`src/logic/der_pkg.sv`:
```
// Constants and types for the downstream error reporting block
package der_pkg;
  // Register byte offsets
  localparam logic [7:0] DER_CTRL_OFS = 8'h00;
  localparam logic [7:0] DER_SEV_OFS  = 8'h04;
  localparam logic [7:0] DER_MASK_OFS = 8'h08;
  localparam logic [7:0] DER_STAT_OFS = 8'h0C;
  localparam logic [7:0] DER_FEP_OFS  = 8'h10;
  localparam logic [7:0] DER_HDR_OFS  = 8'h14;
  localparam logic [7:0] DER_SHDR_OFS = 8'h18;
  // Control bits
  localparam int C_SERR = 0;
  localparam int C_FTL  = 1;
  localparam int C_NFTL = 2;
  localparam int C_COR  = 3;
  localparam int C_PPER = 4;
  localparam int C_SPER = 5;
  localparam int CTRL_W = 6;
  // Severity bits, one means fatal
  localparam int SV_POISONED_PACKET_STATUS = 0;
  localparam int SV_ECRC = 1;
  localparam int SV_TLPE = 2;
  localparam int SEV_W   = 3;
  // Mask bits
  localparam int MK_POISONED_PACKET_STATUS = 0;
  localparam int MK_ECRC = 1;
  localparam int MK_TLPE = 2;
  localparam int MK_ADVISORY_NONFATAL_FLAG = 3;
  localparam int MK_PERR = 4;
  localparam int MASK_W  = 5;
  // Status bits
  localparam int ST_DPE  = 0;
  localparam int ST_PMDP = 1;
  localparam int ST_SSE  = 2;
  localparam int ST_COR  = 3;
  localparam int ST_FTL  = 4;
  localparam int ST_NFTL = 5;
  localparam int ST_ADVISORY_NONFATAL_FLAG = 6;
  localparam int ST_POISONED_PACKET_STATUS = 7;
  localparam int ST_ECRC = 8;
  localparam int ST_TLPE = 9;
  localparam int ST_SMDP = 10;
  localparam int ST_PERR = 11;
  localparam int ST_W    = 12;
  // First error pointer register layout
  localparam int FEP_PTR_LSB  = 0;
  localparam int FEP_VLD      = 7;
  localparam int FEP_SPTR_LSB = 8;
  localparam int FEP_SVLD     = 15;
  localparam int PTR_W        = 5;
  // Reset values
  localparam logic [CTRL_W-1:0] CTRL_RST = 6'h00;
  localparam logic [SEV_W-1:0]  SEV_RST  = 3'h0;
  localparam logic [MASK_W-1:0] MASK_RST = 5'h00;
  // Error message codes
  localparam logic [1:0] MSG_NONE = 2'h0;
  localparam logic [1:0] MSG_COR  = 2'h1;
  localparam logic [1:0] MSG_NFTL = 2'h2;
  localparam logic [1:0] MSG_FTL  = 2'h3;
  // Immediate PCI/X termination kinds
  localparam logic [1:0] IMM_OK     = 2'h0;
  localparam logic [1:0] IMM_DERR   = 2'h1;
  localparam logic [1:0] IMM_MABORT = 2'h2;
  localparam logic [1:0] IMM_TABORT = 2'h3;
  // Completion status codes, then the word transfer size
  localparam logic [2:0] CPL_SC = 3'h0;
  localparam logic [2:0] CPL_UR = 3'h1;
  localparam logic [2:0] CPL_CA = 3'h4;
  localparam logic [2:0] HSIZE_WORD = 3'h2;
  typedef enum logic [0:0] {
    BUS_IDLE = 1'b0,
    BUS_DATA = 1'b1
  } der_bus_t;
endpackage

```
`src/logic/der_top.sv`:
```
// Downstream error detection, logging and reporting with AHB-Lite registers
`timescale 1ns/1ps
module der_top
  import der_pkg::*;
#(
  parameter int ADDR_W = 8,
  parameter int HDR_W  = 32
) (
  input  wire logic              ref_clk,          // Core clock
  input  wire logic              rst,              // Synchronous reset
  input  wire logic              hsel,             // Slave select
  input  wire logic [ADDR_W-1:0] haddr,            // Byte address
  input  wire logic [1:0]        htrans,           // Transfer type
  input  wire logic              hwrite,           // Write
  input  wire logic [2:0]        hsize,            // Transfer size
  input  wire logic              hready,           // Bus ready
  input  wire logic [31:0]       hwdata,           // Write data
  output logic      [31:0]       hrdata,           // Read data
  output logic                   hreadyout,        // Slave ready
  output logic                   hresp,            // Response, always OKAY
  input  wire logic              rx_valid,         // Received TLP pulse
  input  wire logic              rx_poisoned,      // TLP poisoned
  input  wire logic              rx_crc_err,       // TLP failed ECRC
  input  wire logic              rx_is_write,      // TLP is a write request
  input  wire logic              rx_is_rdcpl,      // TLP is a read completion
  input  wire logic [HDR_W-1:0]  rx_hdr,           // TLP header word
  input  wire logic              adv_err,          // Advisory error pulse
  input  wire logic [HDR_W-1:0]  adv_hdr,          // Its header word
  input  wire logic              fwd_done,         // Forwarded transfer ended
  input  wire logic              parity_error_pin_n, // PCI/X parity pin
  input  wire logic              imm_done,         // Immediate termination
  input  wire logic [1:0]        imm_kind,         // Termination kind
  input  wire logic              imm_is_read,      // Terminated request is read
  output logic                   fwd_accept,       // Forward TLP pulse
  output logic                   fwd_drop,         // Drop TLP pulse
  output logic                   fwd_parity_invert, // Invert data parity
  output logic                   cpl_valid,        // Completion pulse
  output logic      [2:0]        cpl_status,       // Completion status
  output logic                   cpl_poison,       // Completion poisoned
  output logic                   msg_valid,        // Error message pulse
  output logic      [1:0]        msg_type          // Message kind
);

  // ************************************************************
  // Register state
  // ************************************************************
  logic [CTRL_W-1:0] ctrl_reg;
  logic [SEV_W-1:0]  sev_reg;
  logic [MASK_W-1:0] mask_reg;
  logic [ST_W-1:0]   stat_reg;
  logic [ST_W-1:0]   stat_next;
  logic [PTR_W-1:0]  ptr_reg;
  logic              ptr_vld_reg;
  logic [PTR_W-1:0]  sptr_reg;
  logic              sptr_vld_reg;
  logic [HDR_W-1:0]  hdr_reg;
  logic [HDR_W-1:0]  shdr_reg;
  logic [HDR_W-1:0]  fwd_hdr_reg;
  logic              fwd_active_reg;
  logic              fwd_write_reg;
  logic [2:0]        perr_sync_reg;
  logic              perr_level_reg;
  der_bus_t          bus_reg;
  logic [ADDR_W-1:0] addr_reg;
  logic              wr_reg;

  // ************************************************************
  // Bus decode
  // ************************************************************
  // Full compare, so aliases above the map read as unmapped
  function automatic logic ofs_hit(input logic [ADDR_W-1:0] a, input logic [7:0] ofs);
    ofs_hit = (a == ADDR_W'(ofs));
  endfunction

  wire logic hit_ctrl = ofs_hit(addr_reg, DER_CTRL_OFS);
  wire logic hit_sev  = ofs_hit(addr_reg, DER_SEV_OFS);
  wire logic hit_mask = ofs_hit(addr_reg, DER_MASK_OFS);
  wire logic hit_stat = ofs_hit(addr_reg, DER_STAT_OFS);
  wire logic hit_fep  = ofs_hit(addr_reg, DER_FEP_OFS);
  wire logic hit_hdr  = ofs_hit(addr_reg, DER_HDR_OFS);
  wire logic hit_shdr = ofs_hit(addr_reg, DER_SHDR_OFS);

  wire logic take = hsel & hready & htrans[1];
  wire logic do_wr = (bus_reg == BUS_DATA) & wr_reg;
  wire logic wr_ctrl = do_wr & hit_ctrl;
  wire logic wr_sev  = do_wr & hit_sev;
  wire logic wr_mask = do_wr & hit_mask;
  wire logic wr_stat = do_wr & hit_stat;
  wire logic wr_fep  = do_wr & hit_fep;
  wire logic [ST_W-1:0] stat_clr = wr_stat ? hwdata[ST_W-1:0] : '0;
  wire logic ptr_clr  = wr_fep & hwdata[FEP_VLD];
  wire logic sptr_clr = wr_fep & hwdata[FEP_SVLD];

  wire logic [31:0] fep_word = {16'h0000, sptr_vld_reg, 2'h0, sptr_reg,
                                ptr_vld_reg, 2'h0, ptr_reg};
  wire logic [31:0] rd_word =
    hit_ctrl ? {{(32-CTRL_W){1'b0}}, ctrl_reg} :
    hit_sev  ? {{(32-SEV_W){1'b0}}, sev_reg} :
    hit_mask ? {{(32-MASK_W){1'b0}}, mask_reg} :
    hit_stat ? {{(32-ST_W){1'b0}}, stat_reg} :
    hit_fep  ? fep_word :
    hit_hdr  ? hdr_reg :
    hit_shdr ? shdr_reg : 32'h0000_0000;

  // ************************************************************
  // Enables and classification
  // ************************************************************
  wire logic system_error_enable = ctrl_reg[C_SERR];
  wire logic ftl_en  = ctrl_reg[C_FTL] | system_error_enable;
  wire logic nftl_en = ctrl_reg[C_NFTL] | system_error_enable;
  wire logic cor_en  = ctrl_reg[C_COR];
  wire logic advisory_nonfatal_flag_mk = mask_reg[MK_ADVISORY_NONFATAL_FLAG];

  // CRC wins over poison: a dropped packet is never forwarded
  wire logic crc = rx_valid & rx_crc_err;
  wire logic poi = rx_valid & rx_poisoned & ~rx_crc_err;

  // Poisoned packets
  wire logic p_nf   = poi & ~sev_reg[SV_POISONED_PACKET_STATUS];
  wire logic p_adv  = p_nf & ~advisory_nonfatal_flag_mk;
  wire logic p_advm = p_nf & advisory_nonfatal_flag_mk;
  wire logic p_ftl  = poi & sev_reg[SV_POISONED_PACKET_STATUS];
  wire logic p_log  = (p_adv | p_ftl) & ~mask_reg[MK_POISONED_PACKET_STATUS];
  wire logic p_cmsg = p_adv & cor_en;
  wire logic p_fmsg = p_ftl & ~mask_reg[MK_POISONED_PACKET_STATUS] & ftl_en;

  // End-to-end CRC errors
  wire logic c_f    = sev_reg[SV_ECRC];
  wire logic c_log  = crc & ~mask_reg[MK_ECRC];
  wire logic c_fmsg = c_log & c_f & ftl_en;
  wire logic c_nmsg = c_log & ~c_f & nftl_en;

  // Generic advisory errors; a fatal severity takes the plain path
  wire logic a_nf   = adv_err & ~sev_reg[SV_TLPE];
  wire logic a_un   = a_nf & ~advisory_nonfatal_flag_mk;
  wire logic a_ftl  = adv_err & sev_reg[SV_TLPE];
  wire logic a_log  = (a_un | a_ftl) & ~mask_reg[MK_TLPE];
  wire logic a_cmsg = a_un & cor_en;
  wire logic a_fmsg = a_ftl & ~mask_reg[MK_TLPE] & ftl_en;

  // Parity pin seen while a poisoned write goes out with bad parity
  // Level moves only when the last two stages agree, so a one-cycle
  // glitch on the pin is never seen
  wire logic perr_now  = (perr_sync_reg[1] == perr_sync_reg[2]) ?
                         ~perr_sync_reg[2] : perr_level_reg;
  wire logic perr_rise = perr_now & ~perr_level_reg;
  wire logic perr_hit  = perr_rise & fwd_active_reg & fwd_parity_invert
                         & fwd_write_reg;
  wire logic s_log     = perr_hit & ~mask_reg[MK_PERR] & ~sptr_vld_reg;

  // ************************************************************
  // Status set vector
  // ************************************************************
  wire logic any_fmsg = p_fmsg | c_fmsg | a_fmsg;
  wire logic any_nmsg = c_nmsg;
  wire logic any_cmsg = p_cmsg | a_cmsg;
  logic [ST_W-1:0] stat_set;
  always_comb begin
    stat_set = '0;
    stat_set[ST_DPE]  = poi | crc;
    stat_set[ST_PMDP] = poi & rx_is_rdcpl & ctrl_reg[C_PPER];
    stat_set[ST_SSE]  = (any_fmsg | any_nmsg) & system_error_enable;
    stat_set[ST_COR]  = p_adv | p_advm | a_nf;
    stat_set[ST_FTL]  = p_ftl | (crc & c_f) | a_ftl;
    stat_set[ST_NFTL] = crc & ~c_f;
    stat_set[ST_ADVISORY_NONFATAL_FLAG] = p_adv | p_advm | a_nf;
    stat_set[ST_POISONED_PACKET_STATUS] = p_adv | p_ftl;
    stat_set[ST_ECRC] = crc;
    stat_set[ST_TLPE] = a_un | a_ftl;
    stat_set[ST_SMDP] = perr_hit & ctrl_reg[C_SPER];
    stat_set[ST_PERR] = perr_hit;
  end
  // Set wins over a same-cycle clear
  assign stat_next = (stat_reg & ~stat_clr) | stat_set;

  // ************************************************************
  // Header logging under the first error pointer
  // ************************************************************
  // Received packet takes the pointer before a same-cycle advisory error
  wire logic log_take = (p_log | c_log | a_log) & ~ptr_vld_reg;
  wire logic [HDR_W-1:0] log_hdr = (p_log | c_log) ? rx_hdr : adv_hdr;
  wire logic [PTR_W-1:0] log_ptr =
    p_log ? PTR_W'(ST_POISONED_PACKET_STATUS) : (c_log ? PTR_W'(ST_ECRC) : PTR_W'(ST_TLPE));

  // ************************************************************
  // Completion translation
  // ************************************************************
  // A write cannot carry poison back, so its data error is refused
  wire logic [2:0] imm_status =
    (imm_kind == IMM_MABORT) ? CPL_UR :
    (imm_kind == IMM_TABORT) ? CPL_CA :
    ((imm_kind == IMM_DERR) & ~imm_is_read) ? CPL_UR : CPL_SC;
  wire logic imm_poison = (imm_kind == IMM_DERR) & imm_is_read;

  // ************************************************************
  // Message selection, fatal first when events coincide
  // ************************************************************
  // Parity pin reports add no cause here, so they never raise a message
  wire logic [1:0] msg_sel = any_fmsg ? MSG_FTL :
                             any_nmsg ? MSG_NFTL :
                             any_cmsg ? MSG_COR : MSG_NONE;

  // ************************************************************
  // Bus slave, one wait state so read data leaves a flip-flop
  // ************************************************************
  always_ff @(posedge ref_clk) begin
    if (rst) begin
      bus_reg   <= BUS_IDLE;
      addr_reg  <= '0;
      wr_reg    <= 1'b0;
      hreadyout <= 1'b1;
      hrdata    <= 32'h0000_0000;
      hresp     <= 1'b0;
    end else begin
      hresp <= 1'b0;
      case (bus_reg)
        BUS_IDLE: begin
          if (take) begin
            bus_reg   <= BUS_DATA;
            addr_reg  <= haddr;
            wr_reg    <= hwrite & (hsize == HSIZE_WORD);
            hreadyout <= 1'b0;
          end
        end
        BUS_DATA: begin
          bus_reg   <= BUS_IDLE;
          hreadyout <= 1'b1;
          hrdata    <= wr_reg ? 32'h0000_0000 : rd_word;
        end
        default: begin
          bus_reg   <= BUS_IDLE;
          hreadyout <= 1'b1;
        end
      endcase
    end
  end

  // ************************************************************
  // Software registers
  // ************************************************************
  always_ff @(posedge ref_clk) begin
    if (rst) begin
      ctrl_reg <= CTRL_RST;
      sev_reg  <= SEV_RST;
      mask_reg <= MASK_RST;
      stat_reg <= '0;
    end else begin
      if (wr_ctrl) begin
        ctrl_reg <= hwdata[CTRL_W-1:0];
      end
      if (wr_sev) begin
        sev_reg <= hwdata[SEV_W-1:0];
      end
      if (wr_mask) begin
        mask_reg <= hwdata[MASK_W-1:0];
      end
      stat_reg <= stat_next;
    end
  end

  // ************************************************************
  // Error pointers and header logs
  // ************************************************************
  always_ff @(posedge ref_clk) begin
    if (rst) begin
      ptr_reg      <= '0;
      ptr_vld_reg  <= 1'b0;
      sptr_reg     <= '0;
      sptr_vld_reg <= 1'b0;
      hdr_reg      <= '0;
      shdr_reg     <= '0;
    end else begin
      if (log_take) begin
        ptr_reg     <= log_ptr;
        ptr_vld_reg <= 1'b1;
        hdr_reg     <= log_hdr;
      end else if (ptr_clr) begin
        ptr_vld_reg <= 1'b0;
      end
      if (s_log) begin
        sptr_reg     <= PTR_W'(ST_PERR);
        sptr_vld_reg <= 1'b1;
        shdr_reg     <= fwd_hdr_reg;
      end else if (sptr_clr) begin
        sptr_vld_reg <= 1'b0;
      end
    end
  end

  // ************************************************************
  // Parity pin filter
  // ************************************************************
  // Stages start at the idle pin level, so no false assertion follows reset
  always_ff @(posedge ref_clk) begin
    if (rst) begin
      perr_sync_reg  <= '1;
      perr_level_reg <= 1'b0;
    end else begin
      perr_sync_reg  <= {perr_sync_reg[1:0], parity_error_pin_n};
      perr_level_reg <= perr_now;
    end
  end

  // ************************************************************
  // Forwarding state
  // ************************************************************
  always_ff @(posedge ref_clk) begin
    if (rst) begin
      fwd_active_reg    <= 1'b0;
      fwd_write_reg     <= 1'b0;
      fwd_hdr_reg       <= '0;
      fwd_parity_invert <= 1'b0;
      fwd_accept        <= 1'b0;
      fwd_drop          <= 1'b0;
    end else begin
      fwd_accept     <= rx_valid & ~rx_crc_err;
      fwd_drop       <= crc;
      // A new packet replaces one that ends in the same cycle
      if (rx_valid & ~rx_crc_err) begin
        fwd_active_reg    <= 1'b1;
        fwd_write_reg     <= rx_is_write;
        fwd_hdr_reg       <= rx_hdr;
        fwd_parity_invert <= rx_poisoned & (rx_is_write | rx_is_rdcpl);
      end else if (fwd_done) begin
        fwd_active_reg    <= 1'b0;
        fwd_parity_invert <= 1'b0;
      end
    end
  end

  // ************************************************************
  // Completion and message outputs
  // ************************************************************
  always_ff @(posedge ref_clk) begin
    if (rst) begin
      cpl_valid  <= 1'b0;
      cpl_status <= CPL_SC;
      cpl_poison <= 1'b0;
      msg_valid  <= 1'b0;
      msg_type   <= MSG_NONE;
    end else begin
      cpl_valid <= imm_done;
      if (imm_done) begin
        cpl_status <= imm_status;
        cpl_poison <= imm_poison;
      end
      msg_valid <= (msg_sel != MSG_NONE);
      msg_type  <= msg_sel;
    end
  end

endmodule

```
`config.mk`:
```
export PLATFORM = sky130hd
export DESIGN_NAME = der_top
export DESIGN_NICKNAME = d
export VERILOG_FILES = /design/src/logic/der_pkg.sv /design/src/logic/der_top.sv
export SDC_FILE = /design/constraint.sdc
export NUM_CORES = 1
export LEC_CHECK = 0
export BUFFER_PORTS_ARGS = -buffer_cell sky130_fd_sc_hd__buf_2
export CAP_MARGIN = 5
export CORE_UTILIZATION = 38
export CTS_CLUSTER_DIAMETER = 60
export DETAILED_ROUTE_END_ITERATION = 8
export PLACE_DENSITY = 0.57
export SKIP_LAST_GASP = 1
export SLEW_MARGIN = 5
export SYNTH_ARGS = -nofsm -noshare
export SYNTH_HDL_FRONTEND = slang
export SYNTH_SLANG_ARGS = --single-unit
export TNS_END_PERCENT = 10
```
`constraint.sdc`:
```
create_clock -name ref_clk -period 2.6 [get_ports ref_clk]
set_input_delay 0 -clock ref_clk [delete_from_list [all_inputs] [get_ports ref_clk]]
set_output_delay 0 -clock ref_clk [all_outputs]
set_load 0.02 [all_outputs]
```
Word-level counts from Yosys, hierarchy flattened
Index checks and enable logic that the tools add are counted.

Register bits after elaboration: 190. Input port bits: 126. Output and inout bits: 45. Word-level logic and storage cells: 161.

Eq/ne operators: 12. Muxes and demuxes: 30. Bitwise gates (word level): 85. Reduce and logical (&&, ||, !) cells: 6.

Operators with widths (count): two-way mux 32 bit (9); AND 1 bit (51); == test 8 x 5 -> 1 bit (second input constant) (3); == test 8 x 4 -> 1 bit (second input constant) (2); OR 1 bit (16); inverter 1 bit (15); two-way mux 1 bit (13); AND 12 bit (1); two-way mux 12 bit (1); inverter 12 bit (1); OR 12 bit (1); == test 8 x 3 -> 1 bit (second input constant) (1); logical NOT 8 bit (1); nonzero test 2 bit (4); two-way mux 3 bit (2); == test 2 bit (second input constant) (2); two-way mux 2 bit (2); two-way mux 4 bit (1); case mux 1 bit (2 select lines) (2); == test 3 x 2 -> 1 bit (second input constant) (1); == test 2 x 1 -> 1 bit (second input constant) (1); != test 2 bit (second input constant) (1); AND reduction 2 bit (1); == test 1 bit (1).

Logic depth before layout (Yosys ltp)
Depth after elaboration: 10. Depth in mapped cells: 8. Gate-level depth less buffers: 5.

Worst setup path before layout
OpenSTA, ideal clock, no wires.

Path kind: register to register. From: register addr_reg[7]. To: register stat_reg[10]. Setup time: 0.128 ns. Data arrival time: 1.548 ns. Data required time: 2.472 ns. Setup slack: 0.924 ns. Cell stages (with the launch flop): 7. Buffers on the path: 1. Clock period less this slack: 1.676 ns. Path through: dfxtp_1 -> or3_4 -> nor4_2 -> buf_2 -> nand2_1 -> a22oi_1 -> nor2_1.

Word-level cells in the longest chain between the ends: 6.

RTL lines: from (decl) (RTL line der_top.sv:64) `logic [ADDR_W-1:0] addr_reg;`; from (signal assigned) (RTL line der_top.sv:220) `addr_reg <= haddr;`; == test 8 x 4 -> 1 bit (RTL line der_top.sv:72) `ofs_hit = (a == ADDR_W'(ofs));`; AND 1 bit (RTL line der_top.sv:88) `wire logic wr_stat = do_wr & hit_stat;`; two-way mux 12 bit (RTL line der_top.sv:90) `wire logic [ST_W-1:0] stat_clr = wr_stat ? hwdata[ST_W-1:0] : '0;`; inverter 12 bit (RTL line der_top.sv:174) `assign stat_next = (stat_reg & ~stat_clr) | stat_set;`; AND 12 bit (RTL line der_top.sv:174); OR 12 bit (RTL line der_top.sv:174); to (signal assigned) (RTL line der_top.sv:257) `stat_reg <= stat_next;`; to (decl) (RTL line der_top.sv:50) `logic [ST_W-1:0] stat_reg;`.

No other way between the ends. A chain may end at the register's enable or synchronous reset.

Final worst setup path
From: register addr_reg[2]. To: register ctrl_reg[5].

Word-level cells in the longest chain between the ends: 2.

RTL lines: logical NOT 8 bit (RTL line der_top.sv:72); AND 1 bit (RTL line der_top.sv:85) `wire logic wr_ctrl = do_wr & hit_ctrl;`; to (signal assigned) (RTL line der_top.sv:249) `ctrl_reg <= hwdata[CTRL_W-1:0];`; to (decl) (RTL line der_top.sv:47) `logic [CTRL_W-1:0] ctrl_reg;`.

No other way between the ends.

==> reports/results.md <==
| Item | Value | Unit |
|---|---|---|
| Result of the run | finished, final reports clean | - |
| Antenna Diode Count | 0 | - |
| Path category of the worst min-delay check | primary input to flip-flop | - |
| Placer Congestion | 0.8908 | - |
| Avg Cell Area, Syn | 8.029 | um^2 |
| Total grt overflow | 0 | - |
| Root buffer cell | clkbuf_16 | - |
| Total non-filler cell area in the finished layout | 10570 | um^2 |
| Max Cap Viol | 0 | - |
| Number of nets with antenna violations after routing | 0 | - |
| Hold Path End | sptr_vld_reg$_SDFFE_PP0P_ | - |
| Number of iterations in the first detailed-routing pass | 7 | - |
| # port buffers | 148 | - |
| Via total after detailed routing | 7591 | - |
| Yosys synthesis warning count | 0 | - |
| Most common library cell in the layout ignoring fill and taps | nand2_1 | - |
| Number of instances on the worst hold path | 4 | - |
| Number of DRC markers after the initial detailed-route iteration | 479 | - |
| Num Clock Sinks | 187 | - |
| RSZ-0062 raised after global routing | yes | - |
| Half-perimeter wire length after placement | 15300 | um |
| Pin count of the biggest net entering global routing | 107 | - |
| WS Path Type | flip-flop to flip-flop | - |
| Wire length after detailed routing | 23570 | um |
| Area of the die | 20620 | um^2 |
| Fraction of layout instances using a drive strength above 1 | 0.1863 | - |
| Number of cells on the worst reg-to-reg path | 6 | - |
| Standard cell area after detailed placement | 8643 | um^2 |
| Pwr dens | 590.4 | nW/um^2 |
| Sw Pwr | 1.590 | mW |
| Final setup viols | 0 | - |
| Number of nets in the layout | 1343 | - |
| Post-placement worst setup slack | 0.6078 | ns |
| Number of global-route vias before repair | 7126 | - |
| Core region area | 19590 | um^2 |
| Syn Std Cell Area | 7620 | um^2 |
| Top area cells in the synthesized netlist | dfxtp_1 (49%), nand2_1 (12%), a21oi_1 (9.1%), nor2_1 (3.4%), a211oi_1 (3.2%) | - |
| Time the final worst path needs with I/O delays and setup | 2.497 | ns |
| Post-Synthesis Cells | 949 | - |
| Starting Density | 0.3890 | - |
| Most used cells in the layout excluding fill and tap cells | nand2_1 (246), dfxtp_1 (187), buf_2 (147), a21oi_1 (138), dlygate4sd3_1 (137) | - |
| R2R Path Start | addr_reg[2]$_SDFFE_PP0P_ | - |
| RR Endpoint | ctrl_reg[5]$_SDFFE_PP0P_ | - |
| F_max | 400.5 | MHz |
| Worst EP required | 2.92 | ns |
| Chip height | 143.6 | um |
| CP Data Arrival Time | 2.81 | ns |
| Seq/Total Area, Yosys | 0.4913 | - |
| Share of the synthesized area in the top cell type | 0.4913 | - |
| Fraction of the core area covered by cells at the end of the flow | 0.5396 | - |
| Clock power frac | 0.391 | - |
| Ys async rst share | 0 | - |
| Flop-to-flop setup slack | 0.10 | ns |
| Power after layout | 6.241 | mW |
| Count of different cell masters after synthesis | 61 | - |
| H-tree depth | 4 | - |
| Area leader, netlist | dfxtp_1 | - |
| P_int | 4.651 | mW |
| # IOs | 171 | - |
| Max_slew headroom | 0.6185 | - |
| Multi-input gate area in the final layout | 3527 | um^2 |
| Worst ir drop on vdd | 434.4 | uV |
| Total CTS buffers | 17 | - |
| TritonCTS clock tree | built | - |
| Core Rows | 51 | - |
| Global-route usage over all layers | 0.2338 | - |
| Number of filler cells placed in the layout | 1930 | - |
| Per-cell via count in the routed design | 5.081 | - |
| CTS clock-pin slew for the worst setup and hold paths | 0.07 | ns |
| Static power due to leakage | 4.243 | nW |
| Antenna violations before repair | 0 | - |
| Worst Min Path Start | hwdata[15] | - |
| Post-synth EDFFs | 0 | - |
| Wire length of the first global-routing pass | 37060 | um |
| Endpoints failing hold | 0 | - |
| Net switching fraction of the power | 0.2548 | - |
| DR DRC count | 0 | - |
| Part of the cycle the worst path needs | 0.9604 | - |
| Number of max-slew violations in the final report | 0 | - |
| Largest driver fanout on the critical path | 10 | - |
| Combinational share of power | 0.123 | - |
| Slew @ Worst Pin | 0.5722 | ns |
| Critical path capture point type | flip-flop | - |
| Width of the die | 143.6 | um |
| Clock latency at the later pin of the worst-skew pair | 0.43 | ns |
| Maximum clock path buffer count | 2 | - |
| Wirelength per Cell | 15.77 | um |
| Setup Skew | 0.009682 | ns |
| Yosys reg bits | 187 | - |
| Share of total power in sequential cells | 0.487 | - |
| Area growth from synthesis to final layout | 38.74 | % |
| Ys flop type | dfxtp_1 | - |
| Launching element type of the critical path | flip-flop | - |
| Total area of sequential cells | 3744 | um^2 |
| Final setup slack of the worst path | 0.1030 | ns |
[power groups by stage]
stage	combinational (mW)	clock [mW]	sequential [mW]
floorplan	0.353	0	3.09
global placement	0.563	0	3.10
detailed placement	0.566	0	3.10
CTS	0.755	2.49	3.04
global route	0.840	2.60	3.05
finish	0.766	2.44	3.04
[critical path, stage by stage, from the launching register on]
cell	delay (ns)
dfxtp_1	0.43
nor4_1	0.41
and2_1	0.22
nand3_1	0.42
mux2i_1	0.29
nor2_1	0.06
dlygate4sd3_1	0.56
[per-layer routing]
metal  GRT usage  vias up  wire length (um)
met5           0        -                 0
met2      0.3769      201             10850
met4     0.09127        0               503
met3     0.03066       38               990
met1      0.3166     3551             11230
li1            -     3801                 -
[how the worst max path moves through the flow]
stage / startpoint / to / slack, ns
6_report: addr_reg[2]$_SDFFE_PP0P_ / ctrl_reg[5]$_SDFFE_PP0P_ / 0.10
3_3_place_gp: addr_reg[2]$_SDFFE_PP0P_ / hrdata[16]$_SDFFE_PP0P_ / 0.67
3_5_place_dp: addr_reg[2]$_SDFFE_PP0P_ / hrdata[16]$_SDFFE_PP0P_ / 0.61
5_1_grt: sev_reg[0]$_SDFFE_PP0P_ / hdr_reg[22]$_SDFFE_PP0P_ / -0.03
2_1_floorplan: addr_reg[7]$_SDFFE_PP0P_ / stat_reg[10]$_SDFF_PP0_ / 0.92
4_1_cts: addr_reg[2]$_SDFFE_PP0P_ / ctrl_reg[5]$_SDFFE_PP0P_ / 0.14
[timing repair]
item	4_1_cts	5_1_grt
setup endpoints to repair	0	7
gates resized for setup	0	1
setup buffers	0	0
hold buffers	137	0
endpoints found under the hold margin	114	0
[Yosys cell counts (14+ instances only)]
cell        n
nand2_1   246
a22oi_1    31
a211oi_1   32
o21ai_0    20
buf_2      14
nand3_1    14
inv_1      14
clkbuf_1   43
a21oi_1   138
o21ai_1    17
nor2_1     69
dfxtp_1   187
[logic make-up (layout without fill, tap and decap cells)]
logic type	Yosys count	count (layout)	share of synthesized area
AND/OR/NAND/NOR	387	387	0.2168
AO/OA/AOI/OAI	280	280	0.2273
flip-flops	187	187	0.4913
buffers and inverters	82	361	0.04828
multiplexers	12	12	0.01593
other	1	2	0.0004921
[stage by stage]
| step | instances | hold WS (ns) | setup TNS, ns |
|---|---|---|---|
| floorplan | 950 | 0.09561 | 0 |
| global placement | 1326 | 0.2147 | 0 |
| detailed placement | 1326 | 0.2181 | 0 |
| CTS | 1494 | 0.02968 | 0 |
| global route | 1494 | 0.06367 | -0.02593 |
| finish | 1494 | 0.05664 | 0 |
[layout make-up]
type                       instances  share of cell area
tap                              265             0.03136
multi-input combinational        681              0.3336
clock inverter                    11            0.008167
timing repair buffer             316              0.2236
sequential                       187              0.3541
clock buffer                      20             0.04415
inverter                          14            0.004971
No activity file was read; power rests on OpenSTA's default activity.
